<file path="src/css_map.vh">
// register map and field layout of the clocked synchronous serial port
`ifndef CSS_MAP_VH
`define CSS_MAP_VH
`define CSS_IDX_MODE 8'hB0
`define CSS_IDX_UPPER 8'hB1
`define CSS_IDX_LOWER 8'hB2
`define CSS_IDX_LAST 8'hB3
`define CSS_IDX_CTRL 8'hB4
`define CSS_IDX_IRQ_STAT 8'hB5
`define CSS_IDX_IRQ_CLR 8'hB6
`define CSS_IDX_IRQ_EN 8'hB7
`define CSS_MODE_RESET 8'h80
`define CSS_MODE_WIDE_BIT 6
`define CSS_MODE_SUB_HI 5
`define CSS_MODE_SUB_LO 4
`define CSS_MODE_EXT_BIT 3
`define CSS_MODE_DIV_HI 2
`define CSS_MODE_DIV_LO 0
`define CSS_CLKSEL_EXT 4'h8
`define CSS_LAST_BIT 7
`define CSS_LAST_RSVD 7'h7F
`define CSS_CTRL_START_BIT 0
`define CSS_CTRL_BUSY_BIT 0
`define CSS_EV_DONE 0
`define CSS_EV_COLL 1
`define CSS_EV_W 2
`define CSS_LEN_NARROW 5'h08
`define CSS_LEN_WIDE 5'h10
`define CSS_DATA_RESET 8'h00
`endif

</file>
<file path="src/css_clk_div.v">
// system clock prescaler giving internal shift clock half-period ticks
`timescale 1ns/1ps
`default_nettype none
module css_clk_div #(
	parameter CNT_W = 10
) (
	input wire clk_sys,
	input wire sys_rst,
	input wire [2:0] divSel,
	output wire halfTick
);
	reg [CNT_W-1:0] cnt_r;

	// half period mask for divide by 1024, 256, 64, 32, 16, 8, 4, 2
	function [CNT_W-1:0] halfMask;
		input [2:0] sel;
		begin
			case (sel)
				3'h0: halfMask = 10'h1FF;
				3'h1: halfMask = 10'h07F;
				3'h2: halfMask = 10'h01F;
				3'h3: halfMask = 10'h00F;
				3'h4: halfMask = 10'h007;
				3'h5: halfMask = 10'h003;
				3'h6: halfMask = 10'h001;
				default: halfMask = 10'h000;
			endcase
		end
	endfunction

	always @(posedge clk_sys)
	begin
		if (sys_rst)
			cnt_r <= {CNT_W{1'b0}};
		else
			cnt_r <= cnt_r + 1'b1;
	end

	assign halfTick = ((cnt_r & halfMask(divSel)) == halfMask(divSel));
endmodule
`default_nettype wire

</file>
<file path="src/css_irq.v">
// sticky event status, enable mask and level interrupt output
`timescale 1ns/1ps
`default_nettype none
module css_irq #(
	parameter EV_W = 2
) (
	input wire clk_sys,
	input wire sys_rst,
	input wire [EV_W-1:0] evPulse,
	input wire [EV_W-1:0] clrMask,
	input wire clrWrite,
	input wire [EV_W-1:0] enData,
	input wire enWrite,
	output wire [EV_W-1:0] statusOut,
	output wire [EV_W-1:0] enableOut,
	output wire irqOut
);
	reg [EV_W-1:0] stat_r;
	reg [EV_W-1:0] en_r;
	wire [EV_W-1:0] clrNow;

	assign clrNow = clrWrite ? clrMask : {EV_W{1'b0}};

	// a new event wins over a clear in the same cycle
	always @(posedge clk_sys)
	begin
		if (sys_rst)
		begin
			stat_r <= {EV_W{1'b0}};
			en_r <= {EV_W{1'b0}};
		end
		else
		begin
			stat_r <= (stat_r & ~clrNow) | evPulse;
			if (enWrite)
				en_r <= enData;
		end
	end

	assign statusOut = stat_r;
	assign enableOut = en_r;
	assign irqOut = |(stat_r & en_r);
endmodule
`default_nettype wire

</file>
<file path="src/css_port.v">
// clocked synchronous serial port with avalon-mm register slave
//
// Overview of operation
// - external source: clock pin is input, shifting follows the remote clock
// - data registers hold transmit word, then the received word
// - 8-bit mode: upper byte register neither shifts nor loads
// - 16-bit mode: upper byte register is the high eight bits
// - 8-bit mode: lower byte register is the whole data register
// - 16-bit mode: lower byte register is the low eight bits
//
// Register access over Avalon-MM was chosen for this implementation.
`timescale 1ns/1ps
`default_nettype none
`include "css_map.vh"
module css_port #(
	parameter ADDR_W = 10
) (
	input wire clk_sys,
	input wire sys_rst,
	input wire [ADDR_W-1:0] avs_address,
	input wire avs_read,
	input wire avs_write,
	input wire [31:0] avs_writedata,
	input wire [3:0] avs_byteenable,
	output wire [31:0] avs_readdata,
	output wire avs_waitrequest,
	output wire shiftClkOut,
	output wire shiftClkOe,
	input wire shiftClkIn,
	output wire serialOut,
	input wire serialIn,
	output wire irq
);
	localparam ST_IDLE = 3'b001;
	localparam ST_SHIFT = 3'b010;
	localparam ST_CONT = 3'b100;

	reg ack_r;
	reg [31:0] rdata_r;
	reg [31:0] rdata_nxt;
	reg [7:0] mode_r;
	reg [7:0] upper_r;
	reg [7:0] lower_r;
	reg lastBit_r;
	reg [2:0] state_r;
	reg [15:0] shift_r;
	reg [4:0] count_r;
	reg wide_r;
	reg sclk_r;
	reg sout_r;
	reg extPrev_r;
	reg doneEv;
	reg collEv;

	wire [7:0] regIdx;
	wire wrEn;
	wire busy;
	wire wrMode;
	wire wrUpper;
	wire wrLower;
	wire wrLast;
	wire wrCtrl;
	wire startReq;
	wire modeCont;
	wire modeWide;
	wire intClk;
	wire extClk;
	wire halfTick;
	wire fallEv;
	wire riseEv;
	wire [4:0] wordLen;
	wire [1:0] irqStat;
	wire [1:0] irqEn;

	// word index of the byte address
	assign regIdx = avs_address[9:2];

	// one wait state on every access
	assign avs_waitrequest = (avs_read | avs_write) & ~ack_r;
	assign wrEn = avs_write & ack_r & avs_byteenable[0];
	assign avs_readdata = rdata_r;

	always @(posedge clk_sys)
	begin
		if (sys_rst)
			ack_r <= 1'b0;
		else
			ack_r <= (avs_read | avs_write) & ~ack_r;
	end

	function isHit;
		input [7:0] idx;
		input [7:0] target;
		begin
			isHit = (idx == target);
		end
	endfunction

	assign busy = (state_r == ST_SHIFT);
	assign wrMode = wrEn & isHit(regIdx, `CSS_IDX_MODE);
	assign wrUpper = wrEn & isHit(regIdx, `CSS_IDX_UPPER);
	assign wrLower = wrEn & isHit(regIdx, `CSS_IDX_LOWER);
	assign wrLast = wrEn & isHit(regIdx, `CSS_IDX_LAST);
	assign wrCtrl = wrEn & isHit(regIdx, `CSS_IDX_CTRL);
	assign startReq = wrCtrl & avs_writedata[`CSS_CTRL_START_BIT];

	// mode field decode
	assign modeCont = (mode_r[`CSS_MODE_SUB_HI:`CSS_MODE_SUB_LO] == 2'h0);
	assign modeWide = mode_r[`CSS_MODE_WIDE_BIT];
	assign intClk = ~mode_r[`CSS_MODE_EXT_BIT];
	assign extClk = (mode_r[3:0] == `CSS_CLKSEL_EXT);
	assign wordLen = wide_r ? `CSS_LEN_WIDE : `CSS_LEN_NARROW;

	// read data captured in the wait cycle
	always @*
	begin
		rdata_nxt = 32'h00000000;
		case (regIdx)
			`CSS_IDX_UPPER: rdata_nxt[7:0] = upper_r;
			`CSS_IDX_LOWER: rdata_nxt[7:0] = lower_r;
			`CSS_IDX_LAST: rdata_nxt[7:0] = {lastBit_r, `CSS_LAST_RSVD};
			`CSS_IDX_CTRL: rdata_nxt[`CSS_CTRL_BUSY_BIT] = busy;
			`CSS_IDX_IRQ_STAT: rdata_nxt[1:0] = irqStat;
			`CSS_IDX_IRQ_EN: rdata_nxt[1:0] = irqEn;
			default: rdata_nxt = 32'h00000000;
		endcase
	end

	always @(posedge clk_sys)
	begin
		if (sys_rst)
			rdata_r <= 32'h00000000;
		else if (avs_read & ~ack_r)
			rdata_r <= rdata_nxt;
	end

	// mode and last-bit control
	always @(posedge clk_sys)
	begin
		if (sys_rst)
		begin
			mode_r <= `CSS_MODE_RESET;
			lastBit_r <= 1'b0;
		end
		else
		begin
			if (wrMode & ~busy)
				mode_r <= avs_writedata[7:0];
			if (wrLast)
				lastBit_r <= avs_writedata[`CSS_LAST_BIT];
		end
	end

	css_clk_div #(
		.CNT_W(10)
	) u_div (
		.clk_sys(clk_sys),
		.sys_rst(sys_rst),
		.divSel(mode_r[`CSS_MODE_DIV_HI:`CSS_MODE_DIV_LO]),
		.halfTick(halfTick)
	);

	// shift clock edges from prescaler or from the clock pin
	assign fallEv = intClk ? (halfTick & sclk_r) :
		(extClk & extPrev_r & ~shiftClkIn);
	assign riseEv = intClk ? (halfTick & ~sclk_r) :
		(extClk & ~extPrev_r & shiftClkIn);

	always @(posedge clk_sys)
	begin
		if (sys_rst)
			extPrev_r <= 1'b1;
		else
			extPrev_r <= shiftClkIn;
	end

	// data registers: cpu writes when idle, results loaded at transfer end
	always @(posedge clk_sys)
	begin
		if (sys_rst)
		begin
			upper_r <= `CSS_DATA_RESET;
			lower_r <= `CSS_DATA_RESET;
		end
		else if (busy)
		begin
			if (riseEv & (count_r == wordLen - 5'h01))
			begin
				if (wide_r)
				begin
					upper_r <= {serialIn, shift_r[15:9]};
					lower_r <= shift_r[8:1];
				end
				else
					lower_r <= {serialIn, shift_r[7:1]};
			end
		end
		else
		begin
			if (wrUpper)
				upper_r <= avs_writedata[7:0];
			if (wrLower)
				lower_r <= avs_writedata[7:0];
		end
	end

	// shift engine, lsb first, out on falling and in on rising edge
	always @(posedge clk_sys)
	begin
		if (sys_rst)
		begin
			state_r <= ST_IDLE;
			shift_r <= 16'h0000;
			count_r <= 5'h00;
			wide_r <= 1'b0;
			sclk_r <= 1'b1;
			sout_r <= 1'b0;
			doneEv <= 1'b0;
			collEv <= 1'b0;
		end
		else
		begin
			doneEv <= 1'b0;
			collEv <= busy & (wrUpper | wrLower | wrMode | startReq);
			case (state_r)
				ST_IDLE:
				begin
					sclk_r <= 1'b1;
					sout_r <= lastBit_r;
					if (startReq & ~modeCont)
					begin
						state_r <= ST_SHIFT;
						wide_r <= modeWide;
						count_r <= 5'h00;
						shift_r <= modeWide ? {upper_r, lower_r} :
							{8'h00, lower_r};
					end
					else if (modeCont & intClk)
						state_r <= ST_CONT;
				end
				ST_SHIFT:
				begin
					if (intClk & halfTick)
						sclk_r <= ~sclk_r;
					if (fallEv)
						sout_r <= shift_r[0];
					if (riseEv)
					begin
						if (wide_r)
							shift_r <= {serialIn, shift_r[15:1]};
						else
							shift_r <= {8'h00, serialIn, shift_r[7:1]};
						if (count_r == wordLen - 5'h01)
						begin
							state_r <= ST_IDLE;
							// final bit held past the last rise; idle restores level
							doneEv <= 1'b1;
						end
						else
							count_r <= count_r + 5'h01;
					end
				end
				ST_CONT:
				begin
					sout_r <= lastBit_r;
					if (halfTick)
						sclk_r <= ~sclk_r;
					if (~(modeCont & intClk))
					begin
						state_r <= ST_IDLE;
						sclk_r <= 1'b1;
					end
				end
				default:
				begin
					state_r <= ST_IDLE;
					sclk_r <= 1'b1;
				end
			endcase
		end
	end

	assign shiftClkOut = sclk_r;
	assign shiftClkOe = intClk;
	assign serialOut = sout_r;

	css_irq #(
		.EV_W(`CSS_EV_W)
	) u_irq (
		.clk_sys(clk_sys),
		.sys_rst(sys_rst),
		.evPulse({collEv, doneEv}),
		.clrMask(avs_writedata[1:0]),
		.clrWrite(wrEn & isHit(regIdx, `CSS_IDX_IRQ_CLR)),
		.enData(avs_writedata[1:0]),
		.enWrite(wrEn & isHit(regIdx, `CSS_IDX_IRQ_EN)),
		.statusOut(irqStat),
		.enableOut(irqEn),
		.irqOut(irq)
	);
endmodule
`default_nettype wire

</file>
<file path="config.mk">
export PLATFORM = sky130hd
export DESIGN_NAME = css_port
export DESIGN_NICKNAME = d
export VERILOG_FILES = /design/src/css_clk_div.v /design/src/css_irq.v /design/src/css_port.v
export VERILOG_INCLUDE_DIRS = /design/src
export SDC_FILE = /design/constraint.sdc
export NUM_CORES = 1
export LEC_CHECK = 0
export ABC_CLOCK_PERIOD_IN_PS = 2450
export BUFFER_PORTS_ARGS = -buffer_cell sky130_fd_sc_hd__buf_2
export CAP_MARGIN = 20
export CORE_MARGIN = 3
export CORE_UTILIZATION = 50
export CTS_CLUSTER_DIAMETER = 60
export CTS_CLUSTER_SIZE = 25
export DETAILED_ROUTE_END_ITERATION = 12
export PLACE_DENSITY = 0.85
export SKIP_LAST_GASP = 1
export SYNTH_ARGS = -nofsm -noshare
export SYNTH_HDL_FRONTEND = slang
export SYNTH_SLANG_ARGS = --single-unit
</file>
<file path="constraint.sdc">
create_clock -name clk_sys -period 2.45 [get_ports clk_sys]
set_clock_uncertainty 0.1 [all_clocks]
set_input_delay 0.1225 -clock clk_sys [delete_from_list [all_inputs] [get_ports clk_sys]]
set_output_delay 0.1225 -clock clk_sys [all_outputs]
set_load 0.05 [all_outputs]
</file>
==> results_dict.tcl, run 1 <==
set metrics [dict create \
    status "complete, no violations" \
    synth_largest_area_cell "dfxtp_1" \
    power.leakage_nw 1.88 \
    hold_path_end "mode_r[1]$_SDFFE_PP0P_" \
    firstDrtPassIters 5 \
    peakVddDrop_mv 0.354 \
    slew_headroom_pct 35.5 \
    die_w_um 97.9 \
    grt_max_degree 53 \
    synthTopCellsByArea "dfxtp_1, nand2_1, buf_4" \
    routedWlPerCell_um 16.7 \
    antenna_cells 0 \
    antenna_found_initial 0 \
    die-area_um2 9590 \
    cts_buffers 9 \
    ios 89 \
    clockBufferDepth 2 \
    num_vias 4038 \
    rsz0062_at_grt "false" \
    h-tree-depth 3 \
    yosysSeqAreaShare_pct 36.0 \
    drt_iter0_markers 460 \
    fin_crit_sh_pct 94.0 \
    synth_cell_types 56 \
    cap_viol_max_count 0 \
    critPathLaunchType "flip-flop" \
    postSynthCellCount 519 \
    required_ns 2.59 \
    path_class "flip-flop to flip-flop" \
    dp_hpwl_um 7610 \
    nets 614 \
    cts_root_buffer "clkbuf_8" \
    rows 32 \
    final-setup-viol-count 0 \
    hold_ws_ns 0.0334 \
    crit_arrival_ns 2.44 \
    hold_path_class "primary input to flip-flop" \
    synth_top_area_share_pct 36.0 \
    postCtsSetupBuffers 0 \
    grt_pass1_wl_um 18400 \
    die_h_um 97.9 \
    reg2reg_depth 5 \
    timing.setup.tns_ns 0 \
    async_flop_share_pct 0 \
    clk_pin_slew_ns 0.09 \
    r2r-end "lower_r[4]$_SDFFE_PP0P_" \
    netlist_area_um2 4230 \
    start_util_pct 53.0 \
    grt_pass1_vias 3790 \
    gp_congestion 0.877 \
    grtUsageTotal_pct 23.0 \
    reg2reg_slack_ns 0.15 \
    min_delay_path_depth 3 \
    syn_avg_cell_area_um2 8.14 \
    worst_pin_slew_ns 0.967 \
    insertion_delay_ns 0.37 \
    clock.fmax_mhz 434 \
    cts_tree "built" \
    portBuffers 35 \
    areaGrowthSynthToFinish_pct 13.1 \
    hp-start "avs_writedata[1]" \
    r2r_start "mode_r[2]$_SDFFE_PP0P_" \
    power_density_nw_per_um2 538 \
    ys_warn_count 0 \
    ant_nets 0 \
    synth_ff_type "dfxtp_1" \
    endpoint_kind "flip-flop" \
    cp_max_fo 7 \
    drv_slew 0 \
    overflow 0 \
    final.min_clock_period_ns 2.30 \
    synth_edf_count 0 \
    drc_errors 0 \
    routed_wl_um 11100 \
    finalHoldViolations 0 \
    clock_sinks 76 \
    layout-drive-gt1-share_pct 18.2 \
    synth-seq-cells 76 \
    fp.coreArea_um2 7970 \
    viasPerCell 6.05 \
]
## worst max-delay path, cell delays in order, from the launching register on
cell,delay [ns]
dfxtp_1,0.35
or4b_1,0.61
o21ai_2,0.38
nor2_1,0.08
mux2_2,0.28
a2111oi_0,0.39
## area by class of cell
class | instances | area (µm²)
clock inverter | 7 | 83.8
multi-input combinational | 399 | 2430
fill | 689 | 3190
clock buffer | 9 | 124
inverter | 5 | 18.8
sequential | 76 | 1520
tap | 102 | 128
timing repair buffer | 69 | 468
## metrics by stage
step	total power, mW	cells	utilization (%)	cell area [µm²]	setup WS [ns]
floorplan	1.52	542	-	4310	0.163
detailed placement	1.56	641	55.9	4450	0.0852
global placement	1.56	641	55.9	4450	0.260
global route	2.65	667	60.0	4780	0.00855
finish	2.57	667	60.0	4780	0.146
CTS	2.58	667	59.8	4760	0.0638
## worst max path at each step
stage	from	end	depth (start not counted)
detailed placement	u_div.cnt_r[0]$_SDFF_PP0_	lower_r[3]$_SDFFE_PP0P_	5
global route	mode_r[2]$_SDFFE_PP0P_	shift_r[5]$_SDFFE_PP0P_	6
finish	mode_r[2]$_SDFFE_PP0P_	lower_r[4]$_SDFFE_PP0P_	5
CTS	u_div.cnt_r[0]$_SDFF_PP0_	lower_r[3]$_SDFFE_PP0P_	5
floorplan	u_div.cnt_r[5]$_SDFF_PP0_	lower_r[0]$_SDFFE_PP0P_	6
global placement	u_div.cnt_r[0]$_SDFF_PP0_	lower_r[4]$_SDFFE_PP0P_	5
## kinds of logic after synthesis
logic type,Yosys count,share of synthesized area (%)
DFF,76,36.0
and+or+nand+nor,221,25.2
AOI/OAI and AO/OA,107,18.1
adders and majority gates,2,0.592
xor gates and xnor gates,10,2.07
muxes,35,8.97
other,1,0.0887
buffers and inverters,67,8.97
## layout by cell type (no fill, tap or decap), types with 2 or more instances in the layout
cell type,synthesis,routed
inv_1,5,5
nor2b_1,12,12
dfxtp_1,76,76
or4_1,2,2
o21ai_0,11,11
nand2b_1,4,4
or3_1,13,13
nor4_1,6,6
a21oi_1,31,31
o211ai_1,3,3
a22oi_1,2,2
xor2_1,6,6
mux2_2,15,15
and2_1,2,2
inv_6,0,2
xnor2_1,4,4
or2_2,2,2
ha_1,2,2
a31oi_1,10,10
buf_2,6,35
nor3_1,25,25
nand2_1,53,53
dlygate4sd3_1,0,10
mux2_4,2,2
clkbuf_8,0,9
a311oi_1,16,16
mux2i_1,18,18
nor2_1,52,52
buf_4,26,23
a2111oi_0,6,6
a211oi_1,4,3
conb_1,1,24
nand3_1,36,36
nor3b_1,3,2
o22ai_1,2,2
clkinv_4,0,2
and3_1,5,4
o31ai_1,8,8
## flip-flops by register name (all words and copies together) (netlist names), 3 cells and up
name and flops:
count_r 5, avs_readdata 8, shift_r 16, upper_r 8
state_r 3, u_div.cnt_r 9, lower_r 8, mode_r 7
## cells in the mapped netlist (2+ instances only)
cell type	count
a2111oi_0	6
a211oi_1	4
a21oi_1	31
a22oi_1	2
a311oi_1	16
a31oi_1	10
a32oi_1	2
and2_1	2
and3_1	5
buf_1	2
buf_2	6
buf_4	26
buf_6	3
clkbuf_1	25
dfxtp_1	76
ha_1	2
inv_1	5
mux2_2	15
mux2_4	2
mux2i_1	18
nand2_1	53
nand2b_1	4
nand3_1	36
nor2_1	52
nor2b_1	12
nor3_1	25
nor3b_1	3
nor4_1	6
o211ai_1	3
o21ai_0	11
o22ai_1	2
o31ai_1	8
or2_2	2
or3_1	13
or4_1	2
xnor2_1	4
xor2_1	6
## routing by layer
metal	global-route usage [%]	routed length (µm)
met2	34.7	5250
met1	31.8	4800
met4	8.52	211
met5	0	0
met3	5.79	881
## timing repair
action,CTS,global route
setup endpoints to repair,0,11
resized for setup,0,4
hold buffers,10,0
hold endpoints to repair,10,0
## report_power, final
part	leakage [nW]	internal (mW)	switching (mW)
clock	0.102	0.488	0.532
combinational	1.17	0.0813	0.211
sequential	0.614	1.25	0.0116
total	1.88	1.82	0.755
(Power assumes the default switching activity.)
==> run 2, diff against run 1 <==
--- a/config.mk
+++ b/config.mk
@@ -6,15 +6,15 @@
 export SDC_FILE = /design/constraint.sdc
 export NUM_CORES = 1
 export LEC_CHECK = 0
-export ABC_CLOCK_PERIOD_IN_PS = 2450
+export ABC_CLOCK_PERIOD_IN_PS = 2430
 export BUFFER_PORTS_ARGS = -buffer_cell sky130_fd_sc_hd__buf_2
 export CAP_MARGIN = 20
 export CORE_MARGIN = 3
-export CORE_UTILIZATION = 50
+export CORE_UTILIZATION = 55
 export CTS_CLUSTER_DIAMETER = 60
 export CTS_CLUSTER_SIZE = 25
 export DETAILED_ROUTE_END_ITERATION = 12
-export PLACE_DENSITY = 0.85
+export PLACE_DENSITY = 0.88
 export SKIP_LAST_GASP = 1
 export SYNTH_ARGS = -nofsm -noshare
 export SYNTH_HDL_FRONTEND = slang
==> constraint.sdc (replaced) <==
create_clock -name clk_sys -period 2.43 [get_ports clk_sys]
set_clock_uncertainty 0.1 [all_clocks]
set_input_delay 0.1215 -clock clk_sys [delete_from_list [all_inputs] [get_ports clk_sys]]
set_output_delay 0.1215 -clock clk_sys [all_outputs]
set_load 0.05 [all_outputs]
==> results_dict.tcl, run 2 (synthesis results as in run 1) <==
set metrics [dict create \
    status "complete, no violations" \
    ant_nets 0 \
    portBuffers 35 \
    power_density_nw_per_um2 523 \
    layout_common_cells "dfxtp_1, nand2_1, nor2_1" \
    fillers 602 \
    grt_pass1_wl_um 17600 \
    timing.setup.tns_ns 0 \
    required_ns 2.52 \
    routed_wl_um 11000 \
    r2r_start "state_r[1]$_SDFFE_PP0P_" \
    fin_crit_sh_pct 93.9 \
    cts_buffers 9 \
    reg2reg_slack_ns 0.15 \
    min_delay_path_depth 3 \
    clock.fmax_mhz 438 \
    dp_hpwl_um 7510 \
    finalHoldViolations 0 \
    clock_sinks 76 \
    multiInputGateArea_um2 2420 \
    drv_slew 0 \
    drt_iter0_markers 573 \
    cts_tree "built" \
    ios 89 \
    areaGrowthSynthToFinish_pct 11.9 \
    top_register "shift_r" \
    layout-drive-gt1-share_pct 17.9 \
    cp-startpoint "state_r[1]$_SDFFE_PP0P_" \
    cap_viol_max_count 0 \
    layout_commonest_cell "dfxtp_1" \
    antenna_cells 0 \
    reg2reg_depth 6 \
    grt_pass1_vias 3631 \
    drc_errors 0 \
    r2r-end "shift_r[5]$_SDFFE_PP0P_" \
    h-tree-depth 3 \
    gp_congestion 0.870 \
    die_h_um 93.7 \
    top_regs "shift_r (16), u_div.cnt_r (9)" \
    die-area_um2 8770 \
    postPlaceCellArea_um2 4440 \
    hp-start "avs_writedata[1]" \
    peakVddDrop_mv 0.399 \
    clockBufferDepth 2 \
    hold_path_class "primary input to flip-flop" \
    cts_root_buffer "clkbuf_8" \
    antenna_found_initial 0 \
    crit_arrival_ns 2.37 \
    num_vias 4031 \
    routedWlPerCell_um 16.6 \
    rsz0062_at_grt "false" \
    viasPerCell 6.08 \
    slew_headroom_pct 27.0 \
    hold_path_end "u_irq.enableOut[1]$_SDFFE_PP0P_" \
    final-setup-viol-count 0 \
    nets 613 \
    critPathLaunchType "flip-flop" \
    largest_reg_flops 16 \
    grtUsageTotal_pct 25.2 \
    worst_pin_slew_ns 1.10 \
    cp_max_fo 15 \
    power.leakage_nw 1.85 \
    seqCellArea_um2 1520 \
    overflow 0 \
    die_w_um 93.7 \
    stdcell_area_um2 4730 \
    start_util_pct 57.4 \
    grt_max_degree 64 \
    endpoint_kind "flip-flop" \
    fp.coreArea_um2 7370 \
    final.min_clock_period_ns 2.28 \
    rows 31 \
    clk_pin_slew_ns 0.09 \
    insertion_delay_ns 0.37 \
    path_class "flip-flop to flip-flop" \
    firstDrtPassIters 5 \
]
-- run 2: cell count changes in the layout (fill, tap and decap cells not counted), sizes merged --
cell / change
clkinvlp: +2
buf: -1
clkinv: -2
bufinv: -1
inv: +1
-- run 2: repair_timing --
action | CTS | global route
endpoints found under the setup margin | 0 | 5
buffers inserted | 0 | 0
endpoints found under the hold margin | 10 | 0
resized for setup | 0 | 3
hold buffers | 10 | 0
-- run 2: through the flow --
stage	utilization [%]	power, mW	setup slack (ns)	hold slack [ns]	cells
after floorplan	-	1.54	0.143	0.128	542
after global placement	60.3	1.57	0.221	0.249	637
after detailed placement	60.3	1.57	0.114	0.275	637
after CTS	64.1	2.48	0.0343	0.0113	663
after global routing	64.2	2.55	0.00828	0.0303	663
final	64.2	2.47	0.149	0.0127	663
-- run 2: how the worst max path moves through the flow --
stage,end,cells past startpoint
detailed placement,lower_r[4]$_SDFFE_PP0P_,5
CTS,lower_r[4]$_SDFFE_PP0P_,5
floorplan,lower_r[0]$_SDFFE_PP0P_,6
global route,lower_r[5]$_SDFFE_PP0P_,5
global placement,lower_r[4]$_SDFFE_PP0P_,5
finish,shift_r[5]$_SDFFE_PP0P_,6
-- run 2: power by group --
group | leakage, nW | internal (mW) | switching, mW
sequential | 0.614 | 1.26 | 0.0120
clock | 0.0833 | 0.384 | 0.526
combinational | 1.16 | 0.0800 | 0.212
total | 1.85 | 1.72 | 0.750
-- run 2: worst max-delay path, stage by stage, from the launching register on --
cell       delay (ns)
dfxtp_1          0.35
or3b_1           0.46
a2111oi_4        0.38
a32oi_1          0.31
nand2_1          0.13
buf_4            0.23
a311oi_1         0.14
-- run 2: area by class of cell --
cell class / count / share of cell area, %
sequential: 76 / 32.2
tap: 99 / 2.62
multi-input combinational: 399 / 51.3
timing repair buffer: 68 / 9.73
inverter: 5 / 0.397
clock buffer: 9 / 2.62
clock inverter: 7 / 1.22
-- run 2: metal layers --
layer / GRT usage, % / part of all wire [%] / routed length, µm / vias up
li1: - / - / - / 1906
met1: 33.2 / 42 / 4680 / 1898
met2: 40.6 / 48 / 5240 / 203
met3: 5.85 / 8.2 / 900 / 24
met4: 8.30 / 1.7 / 192 / 0
met5: 0 / 0 / 0 / -
